==> config.mk <==
export PLATFORM = sky130hd
export DESIGN_NAME = bil_boot_loader
export DESIGN_NICKNAME = d
export VERILOG_FILES = /design/src/shared/bil_pkg.sv /design/src/shared/bil_stream_if.sv /design/src/hw/bil_fifo.sv /design/src/hw/bil_word_src.sv /design/src/hw/bil_boot_loader.sv
export VERILOG_INCLUDE_DIRS = /design/src /design/src/shared
export SDC_FILE = /design/constraint.sdc
export NUM_CORES = 1
export LEC_CHECK = 0
export BUFFER_PORTS_ARGS = -buffer_cell sky130_fd_sc_hd__buf_4
export CORE_ASPECT_RATIO = 1.1
export CORE_MARGIN = 4
export CORE_UTILIZATION = 25
export CTS_CLUSTER_SIZE = 8
export DETAILED_ROUTE_END_ITERATION = 16
export GPL_TIMING_DRIVEN = 0
export PLACE_DENSITY = 0.4
export SLEW_MARGIN = 15
export SYNTH_ARGS = -nofsm -noshare
export SYNTH_HDL_FRONTEND = slang
export SYNTH_SLANG_ARGS = --single-unit
==> constraint.sdc <==
create_clock -name CLK_SYS_IN -period 4.6 [get_ports CLK_SYS_IN]
set_input_delay 0.92 -clock CLK_SYS_IN [delete_from_list [all_inputs] [get_ports CLK_SYS_IN]]
set_output_delay 0.92 -clock CLK_SYS_IN [all_outputs]
set_load 0.02 [all_outputs]
==> src/shared/bil_params.svh <==
// Timing, layout and reset constants for the boot image loader
`ifndef BIL_PARAMS_SVH
`define BIL_PARAMS_SVH

// ==========================================================
// Timing
`define BIL_CLK_NS 40
`define BIL_RST_MIN_NS 15000
`define BIL_RST_CYC ((`BIL_RST_MIN_NS + `BIL_CLK_NS - 1) / `BIL_CLK_NS)

// ==========================================================
// Security register and image layout
`define BIL_SEC_BOOT_BIT 5
`define BIL_SEC_RST 32'h00000000
`define BIL_SEC_ROW 11'h7ff
`define BIL_IMG_ROW 11'h000
`define BIL_RAM_BASE 16'h0000

// ==========================================================
// Check word
`define BIL_BYPASS 32'h0d15ab1e
`define BIL_CRC_POLY 32'hedb88320
`define BIL_CRC_INIT 32'hffffffff

// ==========================================================
// Buffering
`define BIL_FIFO_DEPTH 4

`endif

==> src/shared/bil_pkg.sv <==
// Types shared by the boot image loader modules
package bil_pkg;
  typedef logic [31:0] bil_word_t;
  typedef logic [10:0] bil_otp_addr_t;
  typedef logic [15:0] bil_ram_addr_t;
  typedef enum logic [3:0] {
    ST_RST_WAIT,
    ST_SEC,
    ST_GAP,
    ST_SIZE,
    ST_BODY,
    ST_CHECK,
    ST_RUN,
    ST_FAIL
  } bil_state_t;
endpackage : bil_pkg

==> src/shared/bil_stream_if.sv <==
// Word stream with valid and ready between loader modules
`timescale 1ns/1ps
interface bil_stream_if;
  logic valid;
  logic ready;
  logic [31:0] data;
  modport src (output valid, output data, input ready);
  modport snk (input valid, input data, output ready);
endinterface : bil_stream_if

==> src/hw/bil_fifo.sv <==
// Word FIFO between the image source and the loader
`timescale 1ns/1ps
`include "bil_params.svh"
module bil_fifo #(
  parameter int W = 32,
  parameter int D = `BIL_FIFO_DEPTH
) (
  input wire logic clk_in,
  input wire logic rst_b_in,
  input wire logic flush_in,
  bil_stream_if.snk in_if,
  bil_stream_if.src out_if
);
  localparam int AW = $clog2(D);

  // ==========================================================
  // Storage and pointers
  logic [W-1:0] mem_r [D];
  logic [AW:0] wr_r;
  logic [AW:0] rd_r;
  wire full = (wr_r[AW] != rd_r[AW]) && (wr_r[AW-1:0] == rd_r[AW-1:0]);
  wire empty = (wr_r == rd_r);
  wire push = in_if.valid && !full;
  wire pop = out_if.ready && !empty;

  assign in_if.ready = !full;
  assign out_if.valid = !empty;
  assign out_if.data = mem_r[rd_r[AW-1:0]];

  always_ff @(posedge clk_in) begin
    if (push) begin
      mem_r[wr_r[AW-1:0]] <= in_if.data;
    end
  end

  always_ff @(posedge clk_in or negedge rst_b_in) begin
    if (!rst_b_in) begin
      wr_r <= '0;
      rd_r <= '0;
    end else if (flush_in) begin
      wr_r <= '0;
      rd_r <= '0;
    end else begin
      wr_r <= wr_r + (AW+1)'(push);
      rd_r <= rd_r + (AW+1)'(pop);
    end
  end
endmodule : bil_fifo

==> src/hw/bil_word_src.sv <==
// Fetches image words from the OTP array or the flash byte stream
`timescale 1ns/1ps
`include "bil_params.svh"
module bil_word_src
  import bil_pkg::*;
(
  input wire logic clk_in,
  input wire logic rst_b_in,
  input wire logic run_in,
  input wire logic otp_mode_in,
  input wire bil_otp_addr_t base_in,
  bil_stream_if.src out_if,
  output logic otp_rd_out,
  output bil_otp_addr_t otp_addr_out,
  input wire bil_word_t otp_data_in,
  input wire logic otp_valid_in,
  output logic flash_sel_out,
  input wire logic [7:0] flash_byte_in,
  input wire logic flash_valid_in,
  output logic flash_ready_out
);
  // ==========================================================
  // Word holding and handshakes
  bil_word_t word_r;
  logic have_r;
  logic busy_r;
  logic [1:0] bcnt_r;
  bil_otp_addr_t addr_r;

  wire issue = run_in && otp_mode_in && !busy_r && !have_r;
  wire otp_ret = busy_r && otp_valid_in && run_in;
  wire fl_take = flash_ready_out && flash_valid_in;
  wire pop = out_if.valid && out_if.ready;

  assign otp_rd_out = issue;
  assign otp_addr_out = addr_r;
  assign flash_sel_out = run_in && !otp_mode_in;
  assign flash_ready_out = flash_sel_out && !have_r;
  assign out_if.valid = have_r && run_in;
  assign out_if.data = word_r;

  always_ff @(posedge clk_in or negedge rst_b_in) begin
    if (!rst_b_in) begin
      busy_r <= 1'b0;
    end else if (issue) begin
      busy_r <= 1'b1;
    end else if (otp_valid_in) begin
      busy_r <= 1'b0;
    end
  end

  always_ff @(posedge clk_in or negedge rst_b_in) begin
    if (!rst_b_in) begin
      addr_r <= `BIL_IMG_ROW;
      have_r <= 1'b0;
      bcnt_r <= 2'h0;
      word_r <= '0;
    end else if (!run_in) begin
      addr_r <= base_in;
      have_r <= 1'b0;
      bcnt_r <= 2'h0;
    end else begin
      if (issue) begin
        addr_r <= addr_r + 11'h001;
      end
      if (otp_ret) begin
        word_r <= otp_data_in;
        have_r <= 1'b1;
      end else if (fl_take) begin
        word_r[8*bcnt_r +: 8] <= flash_byte_in;
        bcnt_r <= bcnt_r + 2'h1;
        have_r <= (bcnt_r == 2'h3);
      end else if (pop) begin
        have_r <= 1'b0;
      end
    end
  end
endmodule : bil_word_src

==> src/hw/bil_boot_loader.sv <==
// Boot sequencer: reset hold, source select, image copy and check
`timescale 1ns/1ps
`include "bil_params.svh"
module bil_boot_loader
  import bil_pkg::*;
(
  input wire logic CLK_SYS_IN,
  input wire logic RST_B_IN,
  output logic GPIO_PD_OUT,
  output logic CORE_RST_B_OUT,
  output bil_ram_addr_t START_ADDR_OUT,
  output logic BOOT_DONE_OUT,
  output logic BOOT_FAIL_OUT,
  output bil_word_t SEC_REG_OUT,
  output logic OTP_RD_OUT,
  output bil_otp_addr_t OTP_ADDR_OUT,
  input wire bil_word_t OTP_DATA_IN,
  input wire logic OTP_VALID_IN,
  output logic FLASH_SEL_OUT,
  input wire logic [7:0] FLASH_BYTE_IN,
  input wire logic FLASH_VALID_IN,
  output logic FLASH_READY_OUT,
  output logic RAM_WE_OUT,
  output bil_ram_addr_t RAM_ADDR_OUT,
  output bil_word_t RAM_WDATA_OUT,
  input wire logic RAM_READY_IN
);
  localparam logic [8:0] RST_LAST = 9'(`BIL_RST_CYC - 1);

  // ==========================================================
  // CRC over one byte, least significant bit first
  function automatic bil_word_t bil_crc_byte(input bil_word_t crc, input logic [7:0] data);
    bil_word_t c;
    c = crc ^ {24'h000000, data};
    for (int i = 0; i < 8; i++) begin
      c = c[0] ? ((c >> 1) ^ `BIL_CRC_POLY) : (c >> 1);
    end
    return c;
  endfunction : bil_crc_byte

  // ==========================================================
  // CRC over one little-endian word, low byte first
  function automatic bil_word_t bil_crc_word(input bil_word_t crc, input bil_word_t data);
    bil_word_t c;
    c = crc;
    for (int b = 0; b < 4; b++) begin
      c = bil_crc_byte(c, data[8*b +: 8]);
    end
    return c;
  endfunction : bil_crc_word

  // ==========================================================
  // State
  bil_state_t state_r;
  bil_state_t state_nxt;
  logic [8:0] rst_cnt_r;
  bil_word_t sec_r;
  bil_word_t left_r;
  bil_ram_addr_t addr_r;
  bil_word_t crc_r;
  logic pd_r;
  logic we_r;
  bil_word_t wdata_r;

  bil_stream_if src_s ();
  bil_stream_if fifo_s ();

  // ==========================================================
  // State decode
  wire st_wait = (state_r == ST_RST_WAIT);
  wire st_sec = (state_r == ST_SEC);
  wire st_size = (state_r == ST_SIZE);
  wire st_body = (state_r == ST_BODY);
  wire st_check = (state_r == ST_CHECK);
  wire st_run = (state_r == ST_RUN);
  wire st_fail = (state_r == ST_FAIL);

  // ==========================================================
  // Source selection and stream control
  wire src_run = st_sec || st_size || st_body || st_check;
  wire sec_boot = sec_r[`BIL_SEC_BOOT_BIT];
  wire otp_mode = st_sec || sec_boot;
  // Security row is loaded while waiting so the single read goes to it
  wire bil_otp_addr_t src_base = (st_wait || st_sec) ? `BIL_SEC_ROW : `BIL_IMG_ROW;
  // Security word leaves at the source so no second row is requested
  wire sec_take = st_sec && src_s.valid && src_s.ready;
  wire take = fifo_s.valid && fifo_s.ready;
  wire size_take = st_size && take;
  wire body_take = st_body && take;
  wire bil_word_t word = fifo_s.data;
  wire rst_done = (rst_cnt_r == RST_LAST);
  wire last_body = (left_r == 32'h00000001);

  // ==========================================================
  // Next values and check
  wire [8:0] rst_cnt_nxt = rst_cnt_r + 9'h001;
  wire bil_word_t left_nxt = left_r - 32'h00000001;
  wire bil_ram_addr_t addr_nxt = addr_r + 16'h0001;
  wire bil_word_t crc_nxt = bil_crc_word(size_take ? `BIL_CRC_INIT : crc_r, word);
  wire is_bypass = (word == `BIL_BYPASS);
  wire bil_word_t crc_result = ~crc_r;
  wire crc_ok = is_bypass || (word == crc_result);

  assign fifo_s.ready = st_size || st_check || (st_body && RAM_READY_IN);

  bil_word_src u_src (
    .clk_in(CLK_SYS_IN),
    .rst_b_in(RST_B_IN),
    .run_in(src_run),
    .otp_mode_in(otp_mode),
    .base_in(src_base),
    .out_if(src_s),
    .otp_rd_out(OTP_RD_OUT),
    .otp_addr_out(OTP_ADDR_OUT),
    .otp_data_in(OTP_DATA_IN),
    .otp_valid_in(OTP_VALID_IN),
    .flash_sel_out(FLASH_SEL_OUT),
    .flash_byte_in(FLASH_BYTE_IN),
    .flash_valid_in(FLASH_VALID_IN),
    .flash_ready_out(FLASH_READY_OUT)
  );

  bil_fifo #(
    .W(32),
    .D(`BIL_FIFO_DEPTH)
  ) u_fifo (
    .clk_in(CLK_SYS_IN),
    .rst_b_in(RST_B_IN),
    .flush_in(!src_run),
    .in_if(src_s),
    .out_if(fifo_s)
  );

  // ==========================================================
  // Sequencer
  always_comb begin
    state_nxt = state_r;
    unique case (state_r)
      ST_RST_WAIT: begin
        if (rst_done) begin
          state_nxt = ST_SEC;
        end
      end
      ST_SEC: begin
        if (sec_take) begin
          state_nxt = ST_GAP;
        end
      end
      ST_GAP: begin
        state_nxt = ST_SIZE;
      end
      ST_SIZE: begin
        if (take) begin
          state_nxt = (word == 32'h00000000) ? ST_CHECK : ST_BODY;
        end
      end
      ST_BODY: begin
        if (take && last_body) begin
          state_nxt = ST_CHECK;
        end
      end
      ST_CHECK: begin
        if (take) begin
          state_nxt = crc_ok ? ST_RUN : ST_FAIL;
        end
      end
      ST_RUN: begin
        state_nxt = ST_RUN;
      end
      ST_FAIL: begin
        state_nxt = ST_FAIL;
      end
      default: begin
        state_nxt = ST_FAIL;
      end
    endcase
  end

  always_ff @(posedge CLK_SYS_IN or negedge RST_B_IN) begin
    if (!RST_B_IN) begin
      state_r <= ST_RST_WAIT;
    end else begin
      state_r <= state_nxt;
    end
  end

  always_ff @(posedge CLK_SYS_IN or negedge RST_B_IN) begin
    if (!RST_B_IN) begin
      rst_cnt_r <= 9'h000;
    end else if (!rst_done) begin
      rst_cnt_r <= rst_cnt_nxt;
    end
  end

  always_ff @(posedge CLK_SYS_IN or negedge RST_B_IN) begin
    if (!RST_B_IN) begin
      pd_r <= 1'b1;
    end else begin
      pd_r <= 1'b0;
    end
  end

  always_ff @(posedge CLK_SYS_IN or negedge RST_B_IN) begin
    if (!RST_B_IN) begin
      sec_r <= `BIL_SEC_RST;
    end else if (sec_take) begin
      sec_r <= src_s.data;
    end
  end

  // ==========================================================
  // Image copy and CRC
  always_ff @(posedge CLK_SYS_IN or negedge RST_B_IN) begin
    if (!RST_B_IN) begin
      crc_r <= `BIL_CRC_INIT;
    end else if (size_take || body_take) begin
      crc_r <= crc_nxt;
    end
  end

  always_ff @(posedge CLK_SYS_IN or negedge RST_B_IN) begin
    if (!RST_B_IN) begin
      left_r <= '0;
    end else if (size_take) begin
      left_r <= word;
    end else if (body_take) begin
      left_r <= left_nxt;
    end
  end

  always_ff @(posedge CLK_SYS_IN or negedge RST_B_IN) begin
    if (!RST_B_IN) begin
      addr_r <= `BIL_RAM_BASE;
    end else if (st_size) begin
      addr_r <= `BIL_RAM_BASE;
    end else if (we_r) begin
      addr_r <= addr_nxt;
    end
  end

  always_ff @(posedge CLK_SYS_IN or negedge RST_B_IN) begin
    if (!RST_B_IN) begin
      we_r <= 1'b0;
    end else begin
      we_r <= body_take;
    end
  end

  always_ff @(posedge CLK_SYS_IN or negedge RST_B_IN) begin
    if (!RST_B_IN) begin
      wdata_r <= '0;
    end else if (body_take) begin
      wdata_r <= word;
    end
  end

  // ==========================================================
  // Outputs
  assign GPIO_PD_OUT = pd_r;
  assign CORE_RST_B_OUT = st_run;
  assign START_ADDR_OUT = `BIL_RAM_BASE;
  assign BOOT_DONE_OUT = st_run;
  assign BOOT_FAIL_OUT = st_fail;
  assign SEC_REG_OUT = sec_r;
  assign RAM_WE_OUT = we_r;
  assign RAM_ADDR_OUT = addr_r;
  assign RAM_WDATA_OUT = wdata_r;
endmodule : bil_boot_loader

==> summary.txt, run 1 <==
Floorplanning
  • Initial core utilization: 0.2530
  • Num ports: 160
  • CORE AREA: 73,520 µm²
  • Row count: 104
  • Die Area: 78,850 µm²
  • Die Height: 294.1 µm
  • Die W: 268.1 µm

Logic synthesis
  • Avg Cell Area, Syn: 11.64 µm²
  • Synth top area cells: dfrtp_1, edfxtp_1, xnor2_1
  • Post-synth EDFFs: 128
  • Synthesized cell area: 18,600 µm²
  • Post-synth top flop: dfrtp_1
  • Async SR Flop Fraction: 0.6224
  • Mapped Cells: 1,598
  • Synth cell count leaders: nand2_1, xnor2_1, dfrtp_1
  • Yosys top cell by area: dfrtp_1
  • Most numerous cell in the Yosys netlist: nand2_1
  • Mux share of post-synthesis cell area: 0.06060
  • Yosys top cell area share: 0.2394
  • Simple-gate share of the synthesized area: 0.1132
  • Register area share after synthesis: 0.4926
  • Synth Area in Compound Gates: 0.07169
  • Synth Area in XOR/XNOR: 0.2208
  • Main combinational cell family by area after synthesis: XOR/XNOR gates
  • #FFs+latches synth: 339
  • Adder-Cell Fraction of Synth Area: 0.01009
  • Post-synth cell types: 65
  • Yosys warning count: 0

Power
  • Pint: 5.248 mW
  • Pwr Density: 271.2 nW/µm²
  • P_leak: 9.837 nW
  • Peak VDD IR: 0.0002274 V
  • Comb power frac: 0.016
  • Total Power: 6.665 mW
  • Sequential share of power: 0.469
  • Switching Share: 0.2126
  • Psw: 1.417 mW
  • Clk network pwr share: 0.515

Placed design
  • Placed Cells incl. Taps: 2,719
  • Place WS: -1.075 ns
  • GPL Wtd Cong: 0.8476
  • Hpwl dp: 44.39 mm
  • IO buf count: 143

Drt
  • Total Wirelength: 62.58 mm
  • DR WL/cell: 21.44 µm
  • Drt first pass iters: 5
  • Vias: 13,340
  • Drt drc: 0
  • Routed vias/inst: 4.571
  • DRT iter0 DRCs: 924
  • Remaining antenna violation count: 0

Status
  • Failing checks: negative setup slack
  • Status: finished with violations

CTS
  • Clock Tree Root: clkbuf_16
  • CTS buffer count: 49
  • H-tree depth: 2
  • Max Root-Sink Buffers: 3
  • Clk pin slew, worst setup/hold paths: 0.06 ns
  • Worst skew pair latency: 0.60 ns
  • Hold Buf Count CTS: 0
  • CTS tree: yes
  • Clock Sinks: 339

Timing
  • Hold WS: 0.2468 ns
  • Tmin final: 4.608 ns
  • RSZ-0062 raised after global routing: yes
  • Fin Setup TNS: -0.007576 ns
  • Final Max Tran Viols: 0
  • Final worst path period share: 1.002
  • Max Freq: 217.0 MHz
  • Setup WS post-layout: -0.007576 ns
  • Final setup viols: 1
  • Clock skew: 0.04571 ns
  • Max-slew headroom: 0.2062
  • Final hold violation count: 0
  • Worst Tran Pin Value: 1.175 ns

Critical path
  • CP Cell Sequence: buf_8 > buf_12 > mux4_2 > buf_12 > buf_12 > xnor2_4 > xnor2_2 > xnor2_2 > xnor3_2 > xnor3_2 > xnor2_2 > xor3_2 > xnor3_2 > xor2_4 > buf_4 > xor3_1 > o21ai_1
  • Crit Path Class: reg2reg
  • CP max stage delay: 0.53 ns
  • Critical path origin: u_fifo.rd_r[0]$_DFF_PN0_
  • WP data required: 5.08 ns
  • FF-to-FF Start: u_fifo.rd_r[0]$_DFF_PN0_
  • Crit path DAT: 5.09 ns
  • CP endpoint kind: register
  • CP Max Fanout: 6
  • Critical path's slowest cell: mux4_2
  • Critical path startpoint category: register

Min path
  • Worst Hold Class: in2async

Global routing
  • Largest net degree at the start of global routing: 96
  • Initial antenna violation count: 1
  • Overflow after GRT: 0
  • Total track usage: 0.1567
  • Vias in the first global route: 13,700
  • First-pass GRT wire length: 91.98 mm

Cells and area
  • Non-Filler Instances: 2,919
  • Synthesis-to-finish area growth: 32.10%
  • # nets final: 1,992
  • Share of post-route cells with drive strength above 1: 0.3053
  • Inserted Diodes: 0

Flow run
  • Max-cap viol count: 0
layout make-up:
class / instances / area, µm²
Fill cell: 7330 / 48940
Multi-Input combinational cell: 1164 / 9856
Sequential cell: 339 / 9165
Timing Repair Buffer: 269 / 2255
Clock buffer: 81 / 1378
Tap cell: 954 / 1194
Buffer: 94 / 606.8
Clock inverter: 3 / 66.31
Inverter: 15 / 56.30
worst max-delay path: cells and delay by family (launching register included):
kind	cells	cell delay, ns
XOR/XNOR	10	2.72
flip-flops	1	0.39
buffers and inverters	5	0.72
AO/OA/AOI/OAI	1	0.14
multiplexers	1	0.53
metrics by stage:
stage                     utilization  instance area (µm²)
after floorplan                     -                18670
after global placement         0.2848                20940
after detailed placement       0.2874                21130
after CTS                      0.3262                23980
after global routing           0.3343                24580
final                          0.3343                24580
final timing paths:
path	slack (ns)	endpoint	cells after the start
worst min register to register	0.47	RAM_WDATA_OUT[1]$_DFFE_PN0P_	2
worst max register to register	-0.008	crc_r[22]$_DFFE_PN1P_	17
min in group CLK_SYS_IN	0.47	RAM_WDATA_OUT[1]$_DFFE_PN0P_	2
worst min-delay path	0.25	state_r[0]$_DFFE_PN0P_	1
max in group asynchronous	3.47	crc_r[22]$_DFFE_PN1P_	2
worst max-delay path	-0.008	crc_r[22]$_DFFE_PN1P_	17
timing repair:
item                       in CTS  in global routing
gates resized for setup       109                 58
buffers inserted               83                 35
pin swaps                      46                 42
gates cloned                    1                  0
setup endpoints to repair      32                 23
registers in the layout, summed over array words and instances, names as in the netlist, 11 cells and up:
name	cells
crc_r	32
RAM_ADDR_OUT	16
u_fifo.mem_r	128
u_src.out_if.data	32
left_r	32
u_src.otp_addr_out	11
SEC_REG_OUT	32
RAM_WDATA_OUT	32
power groups by stage:
stage | clock [mW] | sequential, mW | combinational (mW)
detailed placement | 0 | 3.18 | 0.112
floorplan | 0 | 3.18 | 0.0262
finish | 3.43 | 3.13 | 0.109
global route | 3.67 | 3.12 | 0.122
CTS | 3.55 | 3.12 | 0.112
global placement | 0 | 3.18 | 0.105
layer usage:
layer | vias up | part of all wire | global-route usage
li1 | 6203 | - | -
met1 | 6694 | 0.43 | 0.2023
met2 | 343 | 0.49 | 0.2664
met3 | 103 | 0.050 | 0.03019
met4 | 0 | 0.031 | 0.04820
met5 | - | 0 | 0
cells in the final DEF, fill, tap and decap left out, types with 15 or more instances in the layout:
cell	netlist	final
nand3_1	31	31
nor4_1	20	19
mux4_2	31	31
nor2_1	104	96
clkbuf_1	51	77
nand2_1	210	210
o21ai_0	90	86
xnor2_1	198	144
nor3_1	18	18
and3_1	42	41
buf_4	22	267
conb_1	1	17
dfrtp_1	178	178
clkbuf_16	0	50
buf_12	1	18
xnor2_2	10	43
xnor2_4	8	29
xor2_1	93	82
a21oi_1	96	93
dfstp_2	33	33
nand4_1	15	15
inv_1	15	15
mux2_2	34	34
edfxtp_1	128	128
ha_1	15	15
xnor3_2	5	25
logic make-up after synthesis:
family | count (synthesis)
fa+ha+maj | 15
simple gates | 469
xor+xnor | 362
mux | 68
compound gates | 233
buf+inv | 111
flops | 339
other cells | 1
Power figures use the tool's default switching activity.
==> inputs of run 2 (changes only) <==
Settings changed: TNS_END_PERCENT from default to 20.
==> summary.txt, run 2 (synthesis results as in run 1) <==
Placed design
  • Hpwl dp: 44.39 mm
  • IO buf count: 143
  • GPL Wtd Cong: 0.8476
  • Placed Cells incl. Taps: 2,719

Floorplanning
  • CORE AREA: 73,520 µm²
  • Die W: 268.1 µm
  • Row count: 104
  • Num ports: 160
  • Initial core utilization: 0.2530
  • Die Height: 294.1 µm
  • Die Area: 78,850 µm²

Critical path
  • FF-to-FF Start: u_fifo.rd_r[0]$_DFF_PN0_
  • Worst reg2reg endpoint: crc_r[22]$_DFFE_PN1P_
  • Crit Path Class: reg2reg
  • Reg2reg setup slack: -0.0005 ns
  • Crit path DAT: 5.08 ns
  • CP Max Fanout: 10
  • Critical path startpoint category: register
  • WP data required: 5.08 ns
  • Critical Path End: crc_r[22]$_DFFE_PN1P_
  • CP endpoint kind: register
  • Critical path origin: u_fifo.rd_r[0]$_DFF_PN0_
  • FF-to-FF path depth: 15

Timing
  • Final Max Tran Viols: 0
  • Final worst path period share: 1.000
  • Max Freq: 217.4 MHz
  • Final setup viols: 1
  • Setup WS post-layout: -0.0005320 ns
  • Worst Tran Pin Value: 1.250 ns
  • Clock skew: 0.04901 ns
  • Max-slew headroom: 0.1556
  • RSZ-0062 raised after global routing: yes
  • Final hold violation count: 0
  • Tmin final: 4.601 ns

Global routing
  • Largest net degree at the start of global routing: 96
  • Overflow after GRT: 0
  • First-pass GRT wire length: 91.98 mm
  • Total track usage: 0.1567
  • Initial antenna violation count: 1
  • Vias in the first global route: 13,700

Power
  • Psw: 1.415 mW
  • Pint: 5.248 mW
  • Pwr Density: 272.8 nW/µm²
  • Sequential share of power: 0.469
  • Clk network pwr share: 0.514
  • Switching Share: 0.2124
  • P_leak: 9.753 nW
  • Peak VDD IR: 0.0002271 V
  • Comb power frac: 0.016

Min path
  • Worst Hold Class: in2async

Drt
  • DR WL/cell: 21.49 µm
  • Total Wirelength: 62.54 mm
  • Drt drc: 0
  • Remaining antenna violation count: 0
  • DRT iter0 DRCs: 849
  • Drt first pass iters: 6
  • Vias: 13,410
  • Routed vias/inst: 4.609

Status
  • Status: finished with violations
  • Failing checks: negative setup slack

CTS
  • Max Root-Sink Buffers: 3
  • Worst skew pair latency: 0.60 ns
  • CTS tree: yes
  • Clk pin slew, worst setup/hold paths: 0.06 ns
  • Hold Buf Count CTS: 0
  • Clock Tree Root: clkbuf_16
  • CTS buffer count: 49
  • H-tree depth: 2
  • Clock Sinks: 339

Cells and area
  • Commonest non-fill, non-tap cell in the layout: buf_4
  • Non-Filler Instances: 2,910
  • Most frequent cells in the layout: buf_4, nand2_1, dfrtp_1
  • Inserted Diodes: 0
  • # nets final: 1,983
  • Layout Utilization: 0.3322
  • Synthesis-to-finish area growth: 31.29%
  • Max reg flops: 128
  • Share of post-route cells with drive strength above 1: 0.2991

Flow run
  • Max-cap viol count: 0
## run 2: repair_timing
item                                   in CTS  in global routing
pin swaps                                  46                 32
setup buffers                              83                 25
endpoints found under the hold margin       0                  0
cloned                                      1                  0
setup endpoints to repair                  32                 23
gates resized for setup                   109                 48
## run 2: power groups by stage
stage	registers [mW]	clock network (mW)	logic [mW]
5_1_grt	3.12	3.67	0.122
3_5_place_dp	3.18	0	0.112
4_1_cts	3.12	3.55	0.112
2_1_floorplan	3.18	0	0.0262
3_3_place_gp	3.18	0	0.105
6_report	3.13	3.43	0.109
## run 2: area by class of cell
cell class,count,area [µm²]
Buffer,95,611.8
Clock buffer,81,1378
Clock inverter,3,66.31
Fill cell,7354,49090
Inverter,15,56.30
Multi-Input combinational cell,1164,9796
Sequential cell,339,9165
Tap cell,954,1194
Timing Repair Buffer,259,2160
## run 2: critical path, cell delays in order, from the launching register on
cell     delay [ns]
dfrtp_1        0.38
buf_8          0.15
buf_4          0.11
mux4_2         0.52
buf_12         0.19
xor2_2         0.19
xnor2_2        0.21
xor3_2         0.50
xnor3_2        0.46
xnor2_2        0.23
xor3_2         0.39
xnor3_2        0.33
xor2_4         0.20
buf_4          0.15
xor3_1         0.34
o21ai_1        0.14
## run 2: metrics by stage
stage	power, mW	setup WS, ns	hold WS, ns	TNS, ns	instance area (µm²)
4_1_cts	6.789	-0.003297	0.2236	-0.003297	23980
2_1_floorplan	3.206	0.06311	0.4370	0	18670
5_1_grt	6.912	-0.1755	0.2529	-1.514	24430
6_report	6.663	-0.0005320	0.2453	-0.0005320	24430
3_5_place_dp	3.291	-1.075	0.4651	-21.74	21130
3_3_place_gp	3.284	-1.180	0.4542	-60.54	20940
## run 2: worst min-delay path by stage
stage | start | to | slack (ns) | depth (start not counted)
floorplan | rst_cnt_r[8]$_DFFE_PN0N_ | rst_cnt_r[8]$_DFFE_PN0N_ | 0.44 | 1
CTS | RST_B_IN | state_r[0]$_DFFE_PN0P_ | 0.22 | 1
detailed placement | RAM_WDATA_OUT[18]$_DFFE_PN0P_ | RAM_WDATA_OUT[18]$_DFFE_PN0P_ | 0.47 | 2
finish | RST_B_IN | state_r[0]$_DFFE_PN0P_ | 0.25 | 1
global route | RST_B_IN | SEC_REG_OUT[2]$_DFFE_PN0P_ | 0.25 | 1
global placement | rst_cnt_r[6]$_DFFE_PN0N_ | rst_cnt_r[6]$_DFFE_PN0N_ | 0.45 | 1
## run 2: layer usage
metal  GRT usage  share of wire
met2      0.2664           0.49
met1      0.2023           0.43
met5           0              0
met4     0.04820          0.029
met3     0.03019          0.049
==> inputs of run 3 (changes only) <==
Settings changed: SKIP_CTS_REPAIR_TIMING from default to 1.
==> summary.txt, run 3 (synthesis results as in run 1) <==
Timing
  • Final Max Tran Viols: 0
  • Final worst path period share: 1.011
  • Max-slew headroom: 0.2089
  • Clock skew: 0.04453 ns
  • Setup WS post-layout: -0.05258 ns
  • Final setup viols: 6
  • Worst Tran Pin Value: 1.171 ns
  • Final hold violation count: 0
  • Max Freq: 214.9 MHz
  • RSZ-0062 raised after global routing: yes
  • Tmin final: 4.653 ns
  • Fin Setup TNS: -0.1663 ns

Drt
  • Routed vias/inst: 4.577
  • Total Wirelength: 61.46 mm
  • Vias: 13,330
  • DR WL/cell: 21.11 µm
  • Drt drc: 0
  • DRT iter0 DRCs: 861
  • Remaining antenna violation count: 0
  • Drt first pass iters: 5

Power
  • Peak VDD IR: 0.0002275 V
  • Total Power: 6.668 mW
  • Pwr Density: 273.9 nW/µm²
  • P_leak: 9.720 nW

Critical path
  • Worst reg2reg endpoint: crc_r[18]$_DFFE_PN1P_
  • CP Max Fanout: 8
  • FF-to-FF path depth: 16
  • CP Cell Sequence: buf_6 > buf_12 > mux4_2 > buf_12 > xnor2_4 > xnor2_2 > xnor2_2 > xnor3_2 > xnor3_2 > xnor2_2 > xor3_2 > xnor3_2 > xor2_4 > buf_12 > xnor3_1 > a21oi_1
  • FF-to-FF Start: u_fifo.rd_r[0]$_DFF_PN0_
  • WP data required: 5.09 ns
  • CP endpoint kind: register
  • Critical path startpoint category: register
  • Reg2reg setup slack: -0.05 ns
  • CP max stage delay: 0.54 ns
  • Critical path's slowest cell: mux4_2
  • Crit Path Class: reg2reg
  • Crit path DAT: 5.15 ns

Floorplanning
  • Row count: 104
  • CORE AREA: 73,520 µm²
  • Initial core utilization: 0.2530
  • Die W: 268.1 µm
  • Die Area: 78,850 µm²
  • Die Height: 294.1 µm
  • Num ports: 160

CTS
  • H-tree depth: 2
  • CTS buffer count: 49
  • Max Root-Sink Buffers: 3
  • Clock Sinks: 339
  • Clock Tree Root: clkbuf_16
  • Worst skew pair latency: 0.60 ns
  • Clk pin slew, worst setup/hold paths: 0.06 ns
  • CTS tree: yes

Cells and area
  • Non-Filler Instances: 2,912
  • Most frequent cells in the layout: buf_4, nand2_1, dfrtp_1
  • Layout Utilization: 0.3311
  • Share of post-route cells with drive strength above 1: 0.2972
  • Max reg flops: 128
  • # nets final: 1,985
  • Commonest non-fill, non-tap cell in the layout: buf_4
  • Inserted Diodes: 0
  • Fillcell total: 7,370
  • Synthesis-to-finish area growth: 30.86%

Global routing
  • Vias in the first global route: 13,190
  • Initial antenna violation count: 1
  • Largest net degree at the start of global routing: 96
  • Overflow after GRT: 0
  • First-pass GRT wire length: 88.67 mm
  • Total track usage: 0.1509

Status
  • Failing checks: negative setup slack
  • Status: finished with violations

Placed design
  • Hpwl dp: 44.39 mm
  • GPL Wtd Cong: 0.8476
  • Place WS: -1.075 ns
  • IO buf count: 143
  • Placed Cells incl. Taps: 2,719

Flow run
  • Max-cap viol count: 0

Min path
  • Worst Hold Class: in2async
## run 3: changes by cell type in the layout (fill, tap and decap cells not counted), sizes merged
cell and delta:
buf +2
## run 3: metrics by stage
stage,hold slack (ns),instance area [µm²]
after floorplan,0.4370,18670
final,0.2469,24340
after detailed placement,0.4651,21130
after CTS,0.2236,22570
after global routing,0.2527,24340
after global placement,0.4542,20940
## run 3: worst max-delay path, delay by kind of cell (launching register included)
family / cells / cell delay (ns)
mux: 1 / 0.54
buf+inv: 4 / 0.61
compound gates: 1 / 0.17
xor+xnor: 10 / 2.84
flops: 1 / 0.37
## run 3: worst max path at each step
stage | start | to | slack [ns] | cells past startpoint
final | u_fifo.rd_r[0]$_DFF_PN0_ | crc_r[18]$_DFFE_PN1P_ | -0.05 | 16
after global routing | u_fifo.rd_r[0]$_DFF_PN0_ | crc_r[26]$_DFFE_PN1P_ | -0.22 | 16
after CTS | state_r[2]$_DFFE_PN0P_ | crc_r[24]$_DFFE_PN1P_ | -1.13 | 17
after detailed placement | state_r[2]$_DFFE_PN0P_ | crc_r[24]$_DFFE_PN1P_ | -1.08 | 17
after global placement | state_r[2]$_DFFE_PN0P_ | crc_r[24]$_DFFE_PN1P_ | -1.18 | 17
after floorplan | u_fifo.rd_r[0]$_DFF_PN0_ | crc_r[18]$_DFFE_PN1P_ | 0.06 | 14
## run 3: per-layer routing
metal / wire [µm] / global-route usage
met2: 30090 / 0.2526
met3: 3074 / 0.02994
met5: 0 / 0
met4: 1565 / 0.04653
met1: 26730 / 0.1973
## run 3: layout make-up
| type | instances | area (µm²) | area share |
|---|---|---|---|
| multi-input cells | 1164 | 9749 | 0.4005 |
| repair buffers | 262 | 2148 | 0.08825 |
| clock inverters | 3 | 66.31 | 0.002724 |
| well taps | 954 | 1194 | 0.04903 |
| inverters | 15 | 56.30 | 0.002313 |
| flip-flops and latches | 339 | 9165 | 0.3765 |
| clock buffers | 81 | 1378 | 0.05659 |
| plain buffers | 94 | 588.1 | 0.02416 |
## run 3: where the power goes
part	internal (mW)	switching, mW	total, mW
clock	2.08	1.35	3.43
sequential	3.13	0.000130	3.13
combinational	0.0418	0.0668	0.109
